--- config.mk ---
export PLATFORM = sky130hd
export DESIGN_NAME = csp_charger_supervisor
export DESIGN_NICKNAME = d
export VERILOG_FILES = /design/src/rtl/csp_pkg.sv /design/src/rtl/csp_charger_supervisor.sv
export VERILOG_INCLUDE_DIRS = /design/src /design/src/rtl
export SDC_FILE = /design/constraint.sdc
export NUM_CORES = 1
export LEC_CHECK = 0
export ABC_AREA = 0
export BUFFER_PORTS_ARGS = -buffer_cell sky130_fd_sc_hd__buf_4
export CORE_MARGIN = 2
export CORE_UTILIZATION = 60
export CTS_BUF_LIST = sky130_fd_sc_hd__clkbuf_2 sky130_fd_sc_hd__clkbuf_4 sky130_fd_sc_hd__clkbuf_8
export DETAILED_ROUTE_END_ITERATION = 12
export PLACE_DENSITY = 0.8
export SYNTH_ARGS = -nofsm -noshare
export SYNTH_HDL_FRONTEND = slang
export SYNTH_SLANG_ARGS = --single-unit
--- constraint.sdc ---
create_clock -name clk -period 9.5 [get_ports clk]
set_input_delay 1.9 -clock clk [delete_from_list [all_inputs] [get_ports clk]]
set_output_delay 1.9 -clock clk [all_outputs]
set_load 0.03 [all_outputs]
--- src/rtl/csp_defs.svh ---
`ifndef CSP_DEFS_SVH
`define CSP_DEFS_SVH
// ----------------------------------------
// Register byte offsets
// ----------------------------------------
`define CSP_OFS_OPTION 8'h00
`define CSP_OFS_VOLT 8'h04
`define CSP_OFS_CURR 8'h08
`define CSP_OFS_INCUR 8'h0c
`define CSP_OFS_STATUS 8'h10
// ----------------------------------------
// Option word fields and reset value
// ----------------------------------------
`define CSP_OPT_INHIBIT 0
`define CSP_OPT_MONSEL 5
`define CSP_OPT_CALIB 6
`define CSP_OPT_DEPL_LO 11
`define CSP_OPT_WDT_LO 13
`define CSP_OPT_RST 16'h6000
// ----------------------------------------
// Setting ranges, mA and mV codes
// ----------------------------------------
`define CSP_VOLT_MASK 16'h7ff0
`define CSP_VOLT_MAX 16'h4b00
`define CSP_CURR_MASK 16'h1fc0
`define CSP_INCUR_MASK 16'h1f80
// Depletion fractions, scaled by 2^14
`define CSP_DEPL_K0 16'h25e2
`define CSP_DEPL_K1 16'h2819
`define CSP_DEPL_K2 16'h2a97
`define CSP_DEPL_K3 16'h2d6c
// ----------------------------------------
// Status bits
// ----------------------------------------
`define CSP_ST_CHARGE 0
`define CSP_ST_WDEXP 1
`define CSP_ST_ADPVALID 2
`define CSP_ST_ADPSW 3
`define CSP_ST_BATSW 4
`define CSP_ST_CALIB 5
`define CSP_ST_MONVALID 6
`define CSP_ST_TARGET_LO 16
// ----------------------------------------
// Timing
// ----------------------------------------
`define CSP_CLK_NS 10
`define CSP_SS_STEP_US 240
`define CSP_SS_STEP_CYCLES (`CSP_SS_STEP_US * 1000 / `CSP_CLK_NS)
`define CSP_WDT_TICK_MS 1
`define CSP_WDT_TICK_CYCLES (`CSP_WDT_TICK_MS * 1000000 / `CSP_CLK_NS)
`define CSP_WDT_MS_SHORT 18'h0abe0
`define CSP_WDT_MS_MID 18'h157c0
`define CSP_WDT_MS_LONG 18'h2ab98
`define CSP_SS_START 13'h0080
`define CSP_SS_STEP 13'h0040
`define CSP_BBM_CYCLES 8'h04
`define CSP_PWM_PERIOD 8'h85
`define CSP_PWM_DEAD 8'h01
`define CSP_PWM_REFRESH 8'h01
`define CSP_RAMP_OFFSET 8'h14
`endif

--- src/rtl/csp_pkg.sv ---
package csp_pkg;
  typedef enum logic [1:0] {PS_BATT, PS_TO_ADPT, PS_ADPT, PS_TO_BATT} csp_power_e;
  typedef enum logic [1:0] {PW_DEAD_LOW, PW_HIGH, PW_DEAD_HIGH, PW_LOW} csp_pwm_e;
  typedef struct packed {
    logic supplyOk;
    logic adapterAboveReset;
    logic adapterAboveLow;
    logic adapterAboveOvp;
    logic limitAboveHigh;
    logic limitAboveLow;
    logic batteryOvervoltage;
    logic thermalShutdown;
    logic inputOvercurrent;
    logic shortDetected;
    logic gateDriveGood;
    logic bootstrapLow;
  } csp_cmp_s;
  typedef struct packed {
    logic [7:0] inputLoop;
    logic [7:0] chargeLoop;
    logic [7:0] voltageLoop;
  } csp_err_s;
  typedef struct packed {
    logic [11:0] sync1;
    logic [11:0] sync2;
    logic [11:0] sync3;
    logic [11:0] cmpFilt;
    logic awHeld;
    logic [7:0] awAddr;
    logic wHeld;
    logic [31:0] wData;
    logic [3:0] wStrb;
    logic bValid;
    logic [1:0] bResp;
    logic rValid;
    logic [31:0] rData;
    logic [1:0] rResp;
    logic [15:0] option;
    logic [15:0] voltSet;
    logic [15:0] currSet;
    logic [15:0] inCurSet;
    csp_power_e ps;
    logic [7:0] bbmCnt;
    logic adapterValid;
    logic monitorValid;
    logic chargeOn;
    logic [12:0] ssTarget;
    logic [15:0] ssCnt;
    logic [16:0] tickCnt;
    logic [17:0] wdMs;
    logic wdExpired;
    csp_pwm_e pw;
    logic [7:0] rampCnt;
    logic [7:0] deadCnt;
    logic highSideOn;
    logic lowSideOn;
  } csp_state_s;
endpackage

--- src/rtl/csp_charger_supervisor.sv ---
`include "csp_defs.svh"
// Contract
// - Option bit 6 set starts a calibration discharge; clear means none runs.
// - Calibration on adapter power turns adapter switches off and battery switch on.
// - Battery below depletion threshold ends calibration, returning to adapter power.
// - Finished calibration clears option bit 6 by itself.
// - Option bits 12:11 pick one of four depletion fractions of voltage setting.
// - Option bit 0 inhibits charging; reset value allows it.
// - Charging starts above upper current-limit level, stops below lower level.
// - All three settings must be valid to start; invalid one stops charging.
// - Start needs adapter valid, adapter switches on, no fault conditions.
// - Adapter loss, switch off, overvoltage, thermal, overcurrent or short stop charging.
// - Expired enabled watchdog stops charging.
// - Each charge start ramps target from 128 mA in 64 mA steps.
// - Each step lasts 240 us until the programmed current is reached.
// - Option bit 5 selects input or charge current for the monitor.
// - Monitor output valid only with supply ok and adapter above reset level.
// - No voltage or current write within timeout suspends charging; default longest.
// - Timeout keeps registers; host rewrites voltage or current to resume.
// - Option bits 14:13 select disabled, 44 s, 88 s or 175 s.
// - Disabling the watchdog after timeout also resumes charging.
// - Duty comes from ramp, with offset, compared to largest loop error.
// - Low bootstrap supply forces a low-side refresh, limiting maximum duty.
// - High side on while error exceeds ramp, then low side, with dead time.
// - Adapter valid needs supply ok and adapter detect inside its window.
module csp_charger_supervisor #(
  parameter int unsigned SS_STEP_CYCLES = `CSP_SS_STEP_CYCLES,
  parameter int unsigned WDT_TICK_CYCLES = `CSP_WDT_TICK_CYCLES
) (
  input wire logic clk,
  input wire logic rst_n,
  input wire logic ce,
  input wire logic [7:0] awaddr,
  input wire logic awvalid,
  output logic awready,
  input wire logic [31:0] wdata,
  input wire logic [3:0] wstrb,
  input wire logic wvalid,
  output logic wready,
  output logic [1:0] bresp,
  output logic bvalid,
  input wire logic bready,
  input wire logic [7:0] araddr,
  input wire logic arvalid,
  output logic arready,
  output logic [31:0] rdata,
  output logic [1:0] rresp,
  output logic rvalid,
  input wire logic rready,
  input wire csp_pkg::csp_cmp_s cmpIn,
  input wire csp_pkg::csp_err_s loopErr,
  input wire logic [15:0] batteryVoltage,
  output logic adapterValid,
  output logic adapterSwitchOn,
  output logic reverseBlockSwitchOn,
  output logic batterySwitchOn,
  output logic calibrationActive,
  output logic chargeEnabled,
  output logic [12:0] chargeCurrentTarget,
  output logic monitorSelectCharge,
  output logic currentMonitorValid,
  output logic highSideOn,
  output logic lowSideOn
);
  // ----------------------------------------
  // Helpers
  // ----------------------------------------
  localparam logic [7:0] REFRESH_START =
    8'(`CSP_PWM_PERIOD - 8'h01 - `CSP_PWM_REFRESH - `CSP_PWM_DEAD - `CSP_PWM_DEAD);
  localparam logic [15:0] SS_LAST = 16'(SS_STEP_CYCLES - 1);
  localparam logic [16:0] TICK_LAST = 17'(WDT_TICK_CYCLES - 1);
  localparam csp_pkg::csp_state_s RST_STATE = '{option: `CSP_OPT_RST,
    ps: csp_pkg::PS_BATT, pw: csp_pkg::PW_DEAD_LOW, default: '0};

  function automatic logic [15:0] strobe16(input logic [15:0] old,
                                           input logic [31:0] data, input logic [3:0] strb);
    logic [15:0] res;
    res = old;
    if (strb[0]) begin
      res[7:0] = data[7:0];
    end
    if (strb[1]) begin
      res[15:8] = data[15:8];
    end
    return res;
  endfunction

  function automatic logic [12:0] minOf(input logic [12:0] a, input logic [12:0] b);
    return (a < b) ? a : b;
  endfunction

  function automatic logic [7:0] maxOf3(input csp_pkg::csp_err_s e);
    logic [7:0] m;
    m = e.inputLoop;
    if (e.chargeLoop > m) begin
      m = e.chargeLoop;
    end
    if (e.voltageLoop > m) begin
      m = e.voltageLoop;
    end
    return m;
  endfunction

  function automatic logic [15:0] depletion(input logic [15:0] volt, input logic [1:0] sel);
    logic [15:0] k;
    logic [31:0] prod;
    k = `CSP_DEPL_K0;
    if (sel == 2'h1) begin
      k = `CSP_DEPL_K1;
    end else if (sel == 2'h2) begin
      k = `CSP_DEPL_K2;
    end else if (sel == 2'h3) begin
      k = `CSP_DEPL_K3;
    end
    prod = volt * k;
    return prod[29:14];
  endfunction

  csp_pkg::csp_state_s r;
  csp_pkg::csp_state_s n;
  csp_pkg::csp_cmp_s cmp;
  logic awTake, wTake, wrFire, wrOption, wrVolt, wrCurr, wrInCur, wrMapped;
  logic [7:0] wrAddr;
  logic [31:0] wrData;
  logic [3:0] wrStrb;
  logic [15:0] newOption;
  logic [15:0] depletionLevel;
  logic belowDepletion, calibDone, dacValid, startOk, stopNow;
  logic wdOn, expireNow, demand, refreshCut, cycleEnd;
  logic [17:0] wdLimit;
  logic [12:0] currLimit;
  logic [7:0] rampLevel;

  // ----------------------------------------
  // Bus write path
  // ----------------------------------------
  assign cmp = r.cmpFilt;
  assign awready = ce & ~r.awHeld & ~r.bValid;
  assign wready = ce & ~r.wHeld & ~r.bValid;
  assign arready = ce & ~r.rValid;
  assign awTake = awvalid & awready;
  assign wTake = wvalid & wready;
  assign wrFire = ce & (r.awHeld | awTake) & (r.wHeld | wTake);
  assign wrAddr = r.awHeld ? r.awAddr : awaddr;
  assign wrData = r.wHeld ? r.wData : wdata;
  assign wrStrb = r.wHeld ? r.wStrb : wstrb;
  assign wrOption = wrFire & (wrAddr == `CSP_OFS_OPTION);
  assign wrVolt = wrFire & (wrAddr == `CSP_OFS_VOLT);
  assign wrCurr = wrFire & (wrAddr == `CSP_OFS_CURR);
  assign wrInCur = wrFire & (wrAddr == `CSP_OFS_INCUR);
  assign wrMapped = wrOption | wrVolt | wrCurr | wrInCur;
  assign newOption = strobe16(r.option, wrData, wrStrb);

  // ----------------------------------------
  // Supervision terms
  // ----------------------------------------
  // threshold from fraction field
  assign depletionLevel = depletion(r.voltSet, r.option[`CSP_OPT_DEPL_LO +: 2]);
  assign belowDepletion = batteryVoltage < depletionLevel;
  assign calibDone = (r.ps == csp_pkg::PS_BATT) & r.option[`CSP_OPT_CALIB]
                     & r.adapterValid & belowDepletion;
  assign dacValid = (r.voltSet != 16'h0000) & ((r.voltSet & ~`CSP_VOLT_MASK) == 16'h0000)
                    & (r.voltSet <= `CSP_VOLT_MAX)
                    & (r.currSet != 16'h0000) & ((r.currSet & ~`CSP_CURR_MASK) == 16'h0000)
                    & (r.inCurSet != 16'h0000) & ((r.inCurSet & ~`CSP_INCUR_MASK) == 16'h0000);
  assign startOk = ~r.option[`CSP_OPT_INHIBIT] & cmp.limitAboveHigh & dacValid
                   & r.adapterValid & (r.ps == csp_pkg::PS_ADPT) & cmp.gateDriveGood
                   & ~cmp.batteryOvervoltage & ~cmp.thermalShutdown
                   & ~cmp.inputOvercurrent & ~cmp.shortDetected & ~r.wdExpired;
  assign stopNow = r.option[`CSP_OPT_INHIBIT] | ~cmp.limitAboveLow | ~dacValid
                   | ~r.adapterValid | (r.ps != csp_pkg::PS_ADPT)
                   | cmp.batteryOvervoltage | cmp.thermalShutdown
                   | cmp.inputOvercurrent | cmp.shortDetected | r.wdExpired;
  assign currLimit = r.currSet[12:0];
  assign wdOn = r.option[`CSP_OPT_WDT_LO +: 2] != 2'h0;
  assign wdLimit = (r.option[`CSP_OPT_WDT_LO +: 2] == 2'h1) ? `CSP_WDT_MS_SHORT :
                   (r.option[`CSP_OPT_WDT_LO +: 2] == 2'h2) ? `CSP_WDT_MS_MID :
                   `CSP_WDT_MS_LONG;
  assign expireNow = wdOn & ~r.wdExpired & (r.tickCnt == TICK_LAST)
                     & (r.wdMs == wdLimit - 18'h00001);
  assign rampLevel = 8'(`CSP_RAMP_OFFSET + r.rampCnt);
  assign demand = maxOf3(loopErr) > rampLevel;
  // late in cycle a low bootstrap forces refresh
  assign refreshCut = cmp.bootstrapLow & (r.rampCnt >= REFRESH_START);
  assign cycleEnd = r.rampCnt == (`CSP_PWM_PERIOD - 8'h01);

  // ----------------------------------------
  // Next state
  // ----------------------------------------
  always_comb begin
    n = r;
    if (ce) begin
      n.sync1 = cmpIn;
      n.sync2 = r.sync1;
      n.sync3 = r.sync2;
      n.cmpFilt = (r.sync2 & r.sync3) | (r.cmpFilt & (r.sync2 ^ r.sync3));
      if (awTake) begin
        n.awHeld = 1'b1;
        n.awAddr = awaddr;
      end
      if (wTake) begin
        n.wHeld = 1'b1;
        n.wData = wdata;
        n.wStrb = wstrb;
      end
      if (r.bValid && bready) begin
        n.bValid = 1'b0;
      end
      // self-clear, a same-cycle host write overrides
      if (calibDone) begin
        n.option[`CSP_OPT_CALIB] = 1'b0;
      end
      if (wrFire) begin
        n.awHeld = 1'b0;
        n.wHeld = 1'b0;
        n.bValid = 1'b1;
        n.bResp = wrMapped ? 2'h0 : 2'h2;
      end
      if (wrOption) begin
        n.option = newOption;
      end
      if (wrVolt) begin
        n.voltSet = strobe16(r.voltSet, wrData, wrStrb);
      end
      if (wrCurr) begin
        n.currSet = strobe16(r.currSet, wrData, wrStrb);
      end
      if (wrInCur) begin
        n.inCurSet = strobe16(r.inCurSet, wrData, wrStrb);
      end
      if (r.rValid && rready) begin
        n.rValid = 1'b0;
      end
      if (arvalid && arready) begin
        n.rValid = 1'b1;
        n.rResp = 2'h0;
        n.rData = 32'h0000_0000;
        if (araddr == `CSP_OFS_OPTION) begin
          n.rData[15:0] = r.option;
        end else if (araddr == `CSP_OFS_VOLT) begin
          n.rData[15:0] = r.voltSet;
        end else if (araddr == `CSP_OFS_CURR) begin
          n.rData[15:0] = r.currSet;
        end else if (araddr == `CSP_OFS_INCUR) begin
          n.rData[15:0] = r.inCurSet;
        end else if (araddr == `CSP_OFS_STATUS) begin
          n.rData[`CSP_ST_CHARGE] = r.chargeOn;
          n.rData[`CSP_ST_WDEXP] = r.wdExpired;
          n.rData[`CSP_ST_ADPVALID] = r.adapterValid;
          n.rData[`CSP_ST_ADPSW] = r.ps == csp_pkg::PS_ADPT;
          n.rData[`CSP_ST_BATSW] = r.ps == csp_pkg::PS_BATT;
          n.rData[`CSP_ST_CALIB] = calibrationActive;
          n.rData[`CSP_ST_MONVALID] = r.monitorValid;
          n.rData[`CSP_ST_TARGET_LO +: 13] = chargeCurrentTarget;
        end else begin
          n.rResp = 2'h2;
        end
      end
      n.adapterValid = cmp.supplyOk & cmp.adapterAboveLow & ~cmp.adapterAboveOvp;
      n.monitorValid = cmp.supplyOk & cmp.adapterAboveReset;
      // Break-before-make on every selector change
      case (r.ps)
        csp_pkg::PS_BATT: begin
          if (r.adapterValid && (!r.option[`CSP_OPT_CALIB] || belowDepletion)) begin
            n.ps = csp_pkg::PS_TO_ADPT;
            n.bbmCnt = 8'h00;
          end
        end
        csp_pkg::PS_TO_ADPT: begin
          n.bbmCnt = r.bbmCnt + 8'h01;
          if (r.bbmCnt == `CSP_BBM_CYCLES - 8'h01) begin
            n.ps = csp_pkg::PS_ADPT;
          end
        end
        csp_pkg::PS_ADPT: begin
          if (!r.adapterValid || r.option[`CSP_OPT_CALIB]) begin
            n.ps = csp_pkg::PS_TO_BATT;
            n.bbmCnt = 8'h00;
          end
        end
        default: begin
          n.bbmCnt = r.bbmCnt + 8'h01;
          if (r.bbmCnt == `CSP_BBM_CYCLES - 8'h01) begin
            n.ps = csp_pkg::PS_BATT;
          end
        end
      endcase
      // start on upper level, stop on lower
      if (!r.chargeOn) begin
        if (startOk) begin
          n.chargeOn = 1'b1;
          n.ssTarget = minOf(`CSP_SS_START, currLimit);
          n.ssCnt = 16'h0000;
        end
      end else if (stopNow) begin
        // inhibit, watchdog, both among the stop terms
        n.chargeOn = 1'b0;
      end else if (r.ssTarget < currLimit) begin
        // fixed step interval up to the limit
        if (r.ssCnt == SS_LAST) begin
          n.ssCnt = 16'h0000;
          n.ssTarget = minOf(13'(r.ssTarget + `CSP_SS_STEP), currLimit);
        end else begin
          n.ssCnt = r.ssCnt + 16'h0001;
        end
      end else begin
        n.ssTarget = currLimit;
      end
      // timer restarted by voltage or current writes
      if (wrVolt || wrCurr) begin
        n.tickCnt = 17'h00000;
        n.wdMs = 18'h00000;
      end else if (wdOn && !r.wdExpired) begin
        if (r.tickCnt == TICK_LAST) begin
          n.tickCnt = 17'h00000;
          n.wdMs = r.wdMs + 18'h00001;
        end else begin
          n.tickCnt = r.tickCnt + 17'h00001;
        end
      end
      // resume by rewrite; registers are left alone
      if (wrVolt || wrCurr || (wrOption && newOption[`CSP_OPT_WDT_LO +: 2] == 2'h0)) begin
        n.wdExpired = 1'b0;
      end
      if (expireNow) begin
        n.wdExpired = 1'b1;
      end
      n.rampCnt = cycleEnd ? 8'h00 : r.rampCnt + 8'h01;
      if (!r.chargeOn || cmp.batteryOvervoltage) begin
        n.pw = csp_pkg::PW_DEAD_LOW;
        n.deadCnt = 8'h00;
        n.highSideOn = 1'b0;
        n.lowSideOn = 1'b0;
      end else begin
        case (r.pw)
          csp_pkg::PW_DEAD_LOW: begin
            n.deadCnt = r.deadCnt + 8'h01;
            if (r.deadCnt >= `CSP_PWM_DEAD - 8'h01) begin
              n.deadCnt = 8'h00;
              if (demand && !refreshCut) begin
                n.pw = csp_pkg::PW_HIGH;
                n.highSideOn = 1'b1;
              end else begin
                n.pw = csp_pkg::PW_LOW;
                n.lowSideOn = 1'b1;
              end
            end
          end
          csp_pkg::PW_HIGH: begin
            if (!demand || refreshCut) begin
              n.pw = csp_pkg::PW_DEAD_HIGH;
              n.highSideOn = 1'b0;
              n.deadCnt = 8'h00;
            end
          end
          csp_pkg::PW_DEAD_HIGH: begin
            n.deadCnt = r.deadCnt + 8'h01;
            if (r.deadCnt >= `CSP_PWM_DEAD - 8'h01) begin
              n.pw = csp_pkg::PW_LOW;
              n.lowSideOn = 1'b1;
              n.deadCnt = 8'h00;
            end
          end
          default: begin
            if (cycleEnd) begin
              n.pw = csp_pkg::PW_DEAD_LOW;
              n.lowSideOn = 1'b0;
              n.deadCnt = 8'h00;
            end
          end
        endcase
      end
    end
  end

  always_ff @(posedge clk or negedge rst_n) begin
    if (!rst_n) begin
      r <= RST_STATE;
    end else begin
      r <= n;
    end
  end

  // ----------------------------------------
  // Outputs
  // ----------------------------------------
  assign bvalid = r.bValid;
  assign bresp = r.bResp;
  assign rvalid = r.rValid;
  assign rdata = r.rData;
  assign rresp = r.rResp;
  assign adapterValid = r.adapterValid;
  assign adapterSwitchOn = r.ps == csp_pkg::PS_ADPT;
  assign reverseBlockSwitchOn = r.ps == csp_pkg::PS_ADPT;
  assign batterySwitchOn = r.ps == csp_pkg::PS_BATT;
  assign calibrationActive = r.option[`CSP_OPT_CALIB] & (r.ps == csp_pkg::PS_BATT);
  assign chargeEnabled = r.chargeOn;
  assign chargeCurrentTarget = r.chargeOn ? r.ssTarget : 13'h0000;
  assign monitorSelectCharge = r.option[`CSP_OPT_MONSEL];
  assign currentMonitorValid = r.monitorValid;
  assign highSideOn = r.highSideOn;
  assign lowSideOn = r.lowSideOn;
endmodule

# Word-level counts from Yosys, hierarchy flattened
# Cells that the tools add are included.
totals:
  word_cells: 319
  regBits: 291
  inputBits: 112
op_classes:
  n_reduce_logical: 73
  mux: 81
  n_eq_ne: 35
  bitwise_logic: 71
  n_addsub: 9
  mul: 1
  magnitude_cmp: 10
ops:
  columns: ["operator", "n"]
  rows:
  - ["$mux W13", 10]
  - ["$mux W16", 7]
  - ["$mux W35", 3]
  - ["$mux W30", 2]
  - ["$mux W18", 3]
  - ["$logic_not A16 Y1", 3]
  - ["$mux W8", 6]
  - ["$reduce_bool A16 Y1", 3]
  - ["$mux W10", 4]
  - ["$and A1 B1 Y1", 39]
  - ["$mux W37", 1]
  - ["$reduce_and A3 Y1", 12]
  - ["$mux W7", 5]
  - ["$eq A8 B4 Y1 const B", 4]
  - ["$mul A16 B16 Y30", 1]
  - ["$mux W2", 15]
  - ["$pmux W10 S3", 1]
  - ["$mux W29", 1]
  - ["$mux W9", 3]
  - ["$lt A13 B13 Y1", 2]
  - ["$add A8 B1 Y8 const B", 3]
  - ["$and A12 B12 Y12", 2]
  - ["$gt A8 B8 Y1", 3]
  - ["$mux W12", 2]
  - ["48 further kinds", 145]

# Logic depth before layout (Yosys ltp)
depth:
  ltp_word: 18
  ltp_mapped: 38
  mapped_depth_nobuf: 35

# Least setup slack after synthesis
# OpenSTA, ideal clock, no wires.
synth_timing:
  path_type: "reg2reg"
  start: "reg r[158] (netlist bit)"
  end: "reg r[94] (netlist bit)"
  arrival_ns: 8.500
  path_stages_with_launch: 36
  t_required_ns: 9.368
  setup_ns: 0.132
  path_slack_ns: 0.867
  n_path_buf: 4
  cell_sequence: "dfrtp_1 > clkbuf_1 > inv_1 > ha_1 > clkbuf_1 > clkbuf_1 > clkbuf_1 > nor2_1 > ha_1 > inv_1 > fa_1 > inv_1 > fa_1 > fa_1 > fa_1 > inv_1 > fa_1 > inv_1 > ha_1 > a21o_1 > nand4bb_1 > a211o_1 > a21o_1 > a21oi_1 > nor2b_1 > nor2_1 > xor2_1 > ha_1 > a21o_1 > a21o_1 > a21oi_1 > or3_1 > nor4b_1 > a21oi_1 > o31ai_1 > o31ai_1"
synth_between:
  elab_chain_len: 10
  word_cells_on_any_way: 12
  classes_between: "mul (1); order compare (1); eq/ne (4); mux (3); reduce/logical (3)"
synth_lines:
  columns: ["item", "line_no", "text"]
  rows:
  - ["start, declared", "csp_charger_supervisor.sv:119", "csp_pkg::csp_state_s r;"]
  - ["start signal, assigned", "csp_charger_supervisor.sv:380", "r <= n;"]
  - ["$eq A2 B2 Y1", "csp_charger_supervisor.sv:112", "end else if (sel == 2'h3) begin"]
  - ["$mux W12", "csp_charger_supervisor.sv:112", null]
  - ["$mux W12", "csp_charger_supervisor.sv:110", "end else if (sel == 2'h2) begin"]
  - ["$mux W16 *", "csp_charger_supervisor.sv:108", "if (sel == 2'h1) begin"]
  - ["$mul A16 B16 Y30 *", "csp_charger_supervisor.sv:115", "prod = volt * k;"]
  - ["$lt A16 B16 Y1 *", "csp_charger_supervisor.sv:159", "assign belowDepletion = batteryVoltage < depletionLevel;"]
  - ["$logic_or A1 B1 Y1 *", "csp_charger_supervisor.sv:264", "if (r.adapterValid && (!r.option[`CSP_OPT_CALIB] || belowDepletion)) begin"]
  - ["$logic_and A1 B1 Y1 *", "csp_charger_supervisor.sv:264", null]
  - ["$ne A2 B1 Y1 (no line) *", null, null]
  - ["$reduce_and A3 Y1 (no line) *", null, null]
# Mark *: on every way between the ends. The rest lies on a longest branch, timed or not.
# A chain may end at the register's enable or synchronous reset.

# Worst setup path after layout
layout_timing:
  start: "reg r[158] (netlist bit)"
  end: "reg r[97] (netlist bit)"
layout_between:
  elab_chain_len: 10
  word_cells_on_any_way: 12
  classes_between: "mul (1); order compare (1); eq/ne (4); mux (3); reduce/logical (3)"
layout_lines:
  columns: ["item", "line_no"]
  rows:
  - ["$eq A2 B2 Y1", "csp_charger_supervisor.sv:112"]
  - ["$mux W12", "csp_charger_supervisor.sv:112"]
  - ["$mux W12", "csp_charger_supervisor.sv:110"]
  - ["$mux W16 *", "csp_charger_supervisor.sv:108"]
  - ["$mul A16 B16 Y30 *", "csp_charger_supervisor.sv:115"]
  - ["$lt A16 B16 Y1 *", "csp_charger_supervisor.sv:159"]
  - ["$logic_or A1 B1 Y1 *", "csp_charger_supervisor.sv:264"]
  - ["$logic_and A1 B1 Y1 *", "csp_charger_supervisor.sv:264"]
  - ["$ne A2 B1 Y1 (no line) *", null]
  - ["$reduce_and A5 Y1 (no line) *", null]
# Marks and branches as above.

==> flow_summary.toml <==
[clock_network]
h-tree-depth = 2
cts.sinks = 263
cts_max_path_buffers = 3
cts-resized-gates = 0
clkLatencyLatePin_ps = 560
cts_root_buffer = "clkbuf_8"
path_clk_slew_ps = 70
cts_buffers = 40
cts_tree = "yes"
postCtsSetupBuffers = 0
holdBufCountCts = 0

[logic_synthesis]
ys_seq_elements = 263
synthDistinctLibCells = 72
netlist_area_um2 = 21550
syn_avg_cell_area_um2 = 9.283
yosysSeqAreaShare_pct = 30.56
synthFlopType = "dfrtp_1"
yosys_warnings = 0
synth_cells = 2321
netlist_top_cells_area = "dfrtp_1 (30%), ha_1 (13%), fa_1 (12%), inv_1 (4.8%), nand2_1 (3.9%)"
synth_area_leader_cell = "dfrtp_1"
yosysTopAreaCellShare_pct = 30.31
async_reset_ff_share_pct = 100.0
synth-edff-count = 0

[timing]
final.min_clock_period_ps = 8861
fmax_ghz = 0.1129
clock_skew_ps = 27.89
finalSetupTns_ps = 0
setup_viol = 0
holdWs_ps = 482.9
slew_violations = 0
period_share_pct = 93.27
rsz0062_at_grt = "no"
max-slew-margin-rel_pct = 30.79
final_hold_viol_count = 0
worstMarginPinSlew_ps = 1034

[setup_path]
rr_worst_depth = 33
worst_path_most_repeated_cell = "fa_1"
setup.worst_path.start_class = "flop"
reg2reg_slack_ps = 640
cp.arrival_ps = 9310
worstPathRequired_ps = 9940
cp-end-kind = "flop"
path_class = "reg2reg"
rr_endpoint = "r[97]$_DFFE_PN0P_"
reg2reg_from = "r[158]$_DFFE_PN0P_"
critPathMaxFanout = 9
critPathSlowestCell = "or4_1"
crit_path_max_incr_delay_ps = 660

[hold_path]
holdPathEnd = "r[148]$_DFFE_PN0P_"
holdPathStages = 2
hold_path_class = "reg2reg"
min_from = "r[148]$_DFFE_PN0P_"

[final_layout]
layout.area.seq_um2 = 6584
drive_gt1_share_pct = 15.29
syn2layout_area_growth_pct = 11.35
nFillCells = 2705
diodes = 0
layout_commonest_cell = "inv_1"
multi_input_area_um2 = 13330
final_cell_mix = "inv_1 (276), dfrtp_1 (261), nand2_1 (225), ha_1 (223), buf_4 (213)"
nets = 2916

[power_and_ir_drop]
p_seq_share_pct = 34.1
p_int_w = 0.002620
total_leakage_power_nw = 12.07
pwr_density_cell_nw_per_um2 = 180.5
pwr-share-clk_pct = 22.2
switchingPower_w = 0.001711
p_sw_share_pct = 39.51
comb_power_share_pct = 43.7
ir_drop_mv = 0.1675

[routing]
routed_wl_mm = 52.55
vias_per_cell = 5.830
drtIter0Drc = 1379
wl_per_cell_um = 17.87
num_vias = 17140
drtPass1Iterations = 5
drc_errors = 0
postRouteAntennaNets = 0

[global_route]
overflow = 0
grt_pass1_vias = 17300
grt_usage_pct = 28.06
antenna_found_initial = 0
grt_pass1_wl_mm = 86.58
grt_max_degree = 180

[floorplanning]
start_util_pct = 60.72
die-area_um2 = 37440
ios = 176
placementRows = 69
die_w_um = 193.5
coreArea_um2 = 35480
die_h_um = 193.5

[placed_design]
io_buffers = 152
dp_hpwl_mm = 40.59
place.gp.congestion = 0.9380

[run_status]
status = "finished clean"

[run]
maxCapViolCount = 0
[layer usage]
layer | vias to the layer above | routed length [um] | global-route usage [%]
li1 | 8020 | - | -
met4 | 0 | 2027 | 10.55
met5 | - | 0 | 0
met3 | 140 | 3431 | 5.073
met1 | 8376 | 22100 | 36.97
met2 | 604 | 24990 | 46.44
[stage by stage]
step / total power (W) / worst slack (ps) / util [%] / instances / cell area, um2
2_1_floorplan: 0.002803 / 867.4 / - / 2325 / 21560
3_3_place_gp: 0.003265 / 708.6 / 65.32 / 2874 / 23180
3_5_place_dp: 0.003377 / 554.5 / 65.32 / 2874 / 23180
4_1_cts: 0.004347 / 527.9 / 67.60 / 2940 / 23990
5_1_grt: 0.004669 / 143.3 / 67.62 / 2940 / 23990
6_report: 0.004331 / 638.9 / 67.62 / 2940 / 23990
[synth_stat cells (6+ instances only)]
master	instances
o21ai_0	152
nor4b_1	9
a21oi_1	95
a22o_1	6
nor3_1	19
fa_1	126
mux2i_1	53
a22oi_1	6
nor4_1	22
a31o_2	7
nand2_1	225
buf_4	37
nand4_1	23
dfrtp_1	261
xnor2_1	54
a31oi_1	18
nand2b_1	32
and2_1	57
inv_1	276
buf_1	7
nor2b_1	52
a211o_1	6
xor2_1	35
and3_1	13
o21bai_1	6
o21a_1	13
clkbuf_1	83
a21o_1	19
or3_1	10
ha_1	223
nor2_1	151
mux2_2	69
nand3b_1	6
o31ai_1	23
nand3_1	48
[layout make-up]
| cell class | instances | share of cell area (%) |
|---|---|---|
| clock inverter | 6 | 0.1512 |
| clock buffer | 60 | 3.233 |
| inverter | 276 | 4.318 |
| multi-input combinational | 1658 | 55.56 |
| tap | 461 | 2.404 |
| sequential | 263 | 27.44 |
| timing repair buffer | 216 | 6.894 |
[state kept, by name (all words and copies together) (netlist names)]
signal	cells
bvalid	1
rvalid	1
lowSideOn	1
currentMonitorValid	1
currLimit	13
highSideOn	1
r	199
chargeEnabled	1
adapterValid	1
rresp	1
rdata	29
bresp	1
cmp	12
monitorSelectCharge	1
[worst max-delay path: cells and delay by family, from the launching register on]
family	cells	cell delay [ps]
buffers and inverters	9	980
AO/OA/AOI/OAI	8	1850
adder cells (fa/ha/maj)	9	3930
AND/OR/NAND/NOR	6	1380
flip-flops	1	490
XOR/XNOR	1	90
[how the worst max path moves through the flow]
stage / startpoint / end / depth (start not counted)
6_report: r[158]$_DFFE_PN0P_ / r[97]$_DFFE_PN0P_ / 33
5_1_grt: r[158]$_DFFE_PN0P_ / r[96]$_DFFE_PN0P_ / 34
4_1_cts: r[158]$_DFFE_PN0P_ / r[96]$_DFFE_PN0P_ / 32
3_5_place_dp: r[158]$_DFFE_PN0P_ / r[94]$_DFFE_PN0P_ / 32
3_3_place_gp: r[158]$_DFFE_PN0P_ / r[96]$_DFFE_PN0P_ / 32
2_1_floorplan: r[158]$_DFFE_PN0P_ / r[94]$_DFFE_PN0P_ / 35
[power groups by stage]
stage	sequential, W	clock, W	combinational, W
after global placement	0.00148	0	0.00179
after floorplan	0.00141	0	0.00139
after global routing	0.00150	0.00102	0.00215
final	0.00148	0.000961	0.00189
after detailed placement	0.00149	0	0.00189
after CTS	0.00147	0.000975	0.00190
[kinds of logic (layout without fill, tap and decap cells)]
kind of cell | Yosys count | after routing | share of synthesized area, %
buf+inv | 404 | 558 | 7.689
compound gates | 395 | 395 | 11.14
mux | 126 | 126 | 6.487
flops | 263 | 263 | 30.56
xor+xnor | 89 | 89 | 3.618
simple gates | 694 | 694 | 15.83
other cells | 1 | 5 | 0.01740
fa+ha+maj | 349 | 349 | 24.66
No activity file was read; power rests on OpenSTA's default activity.
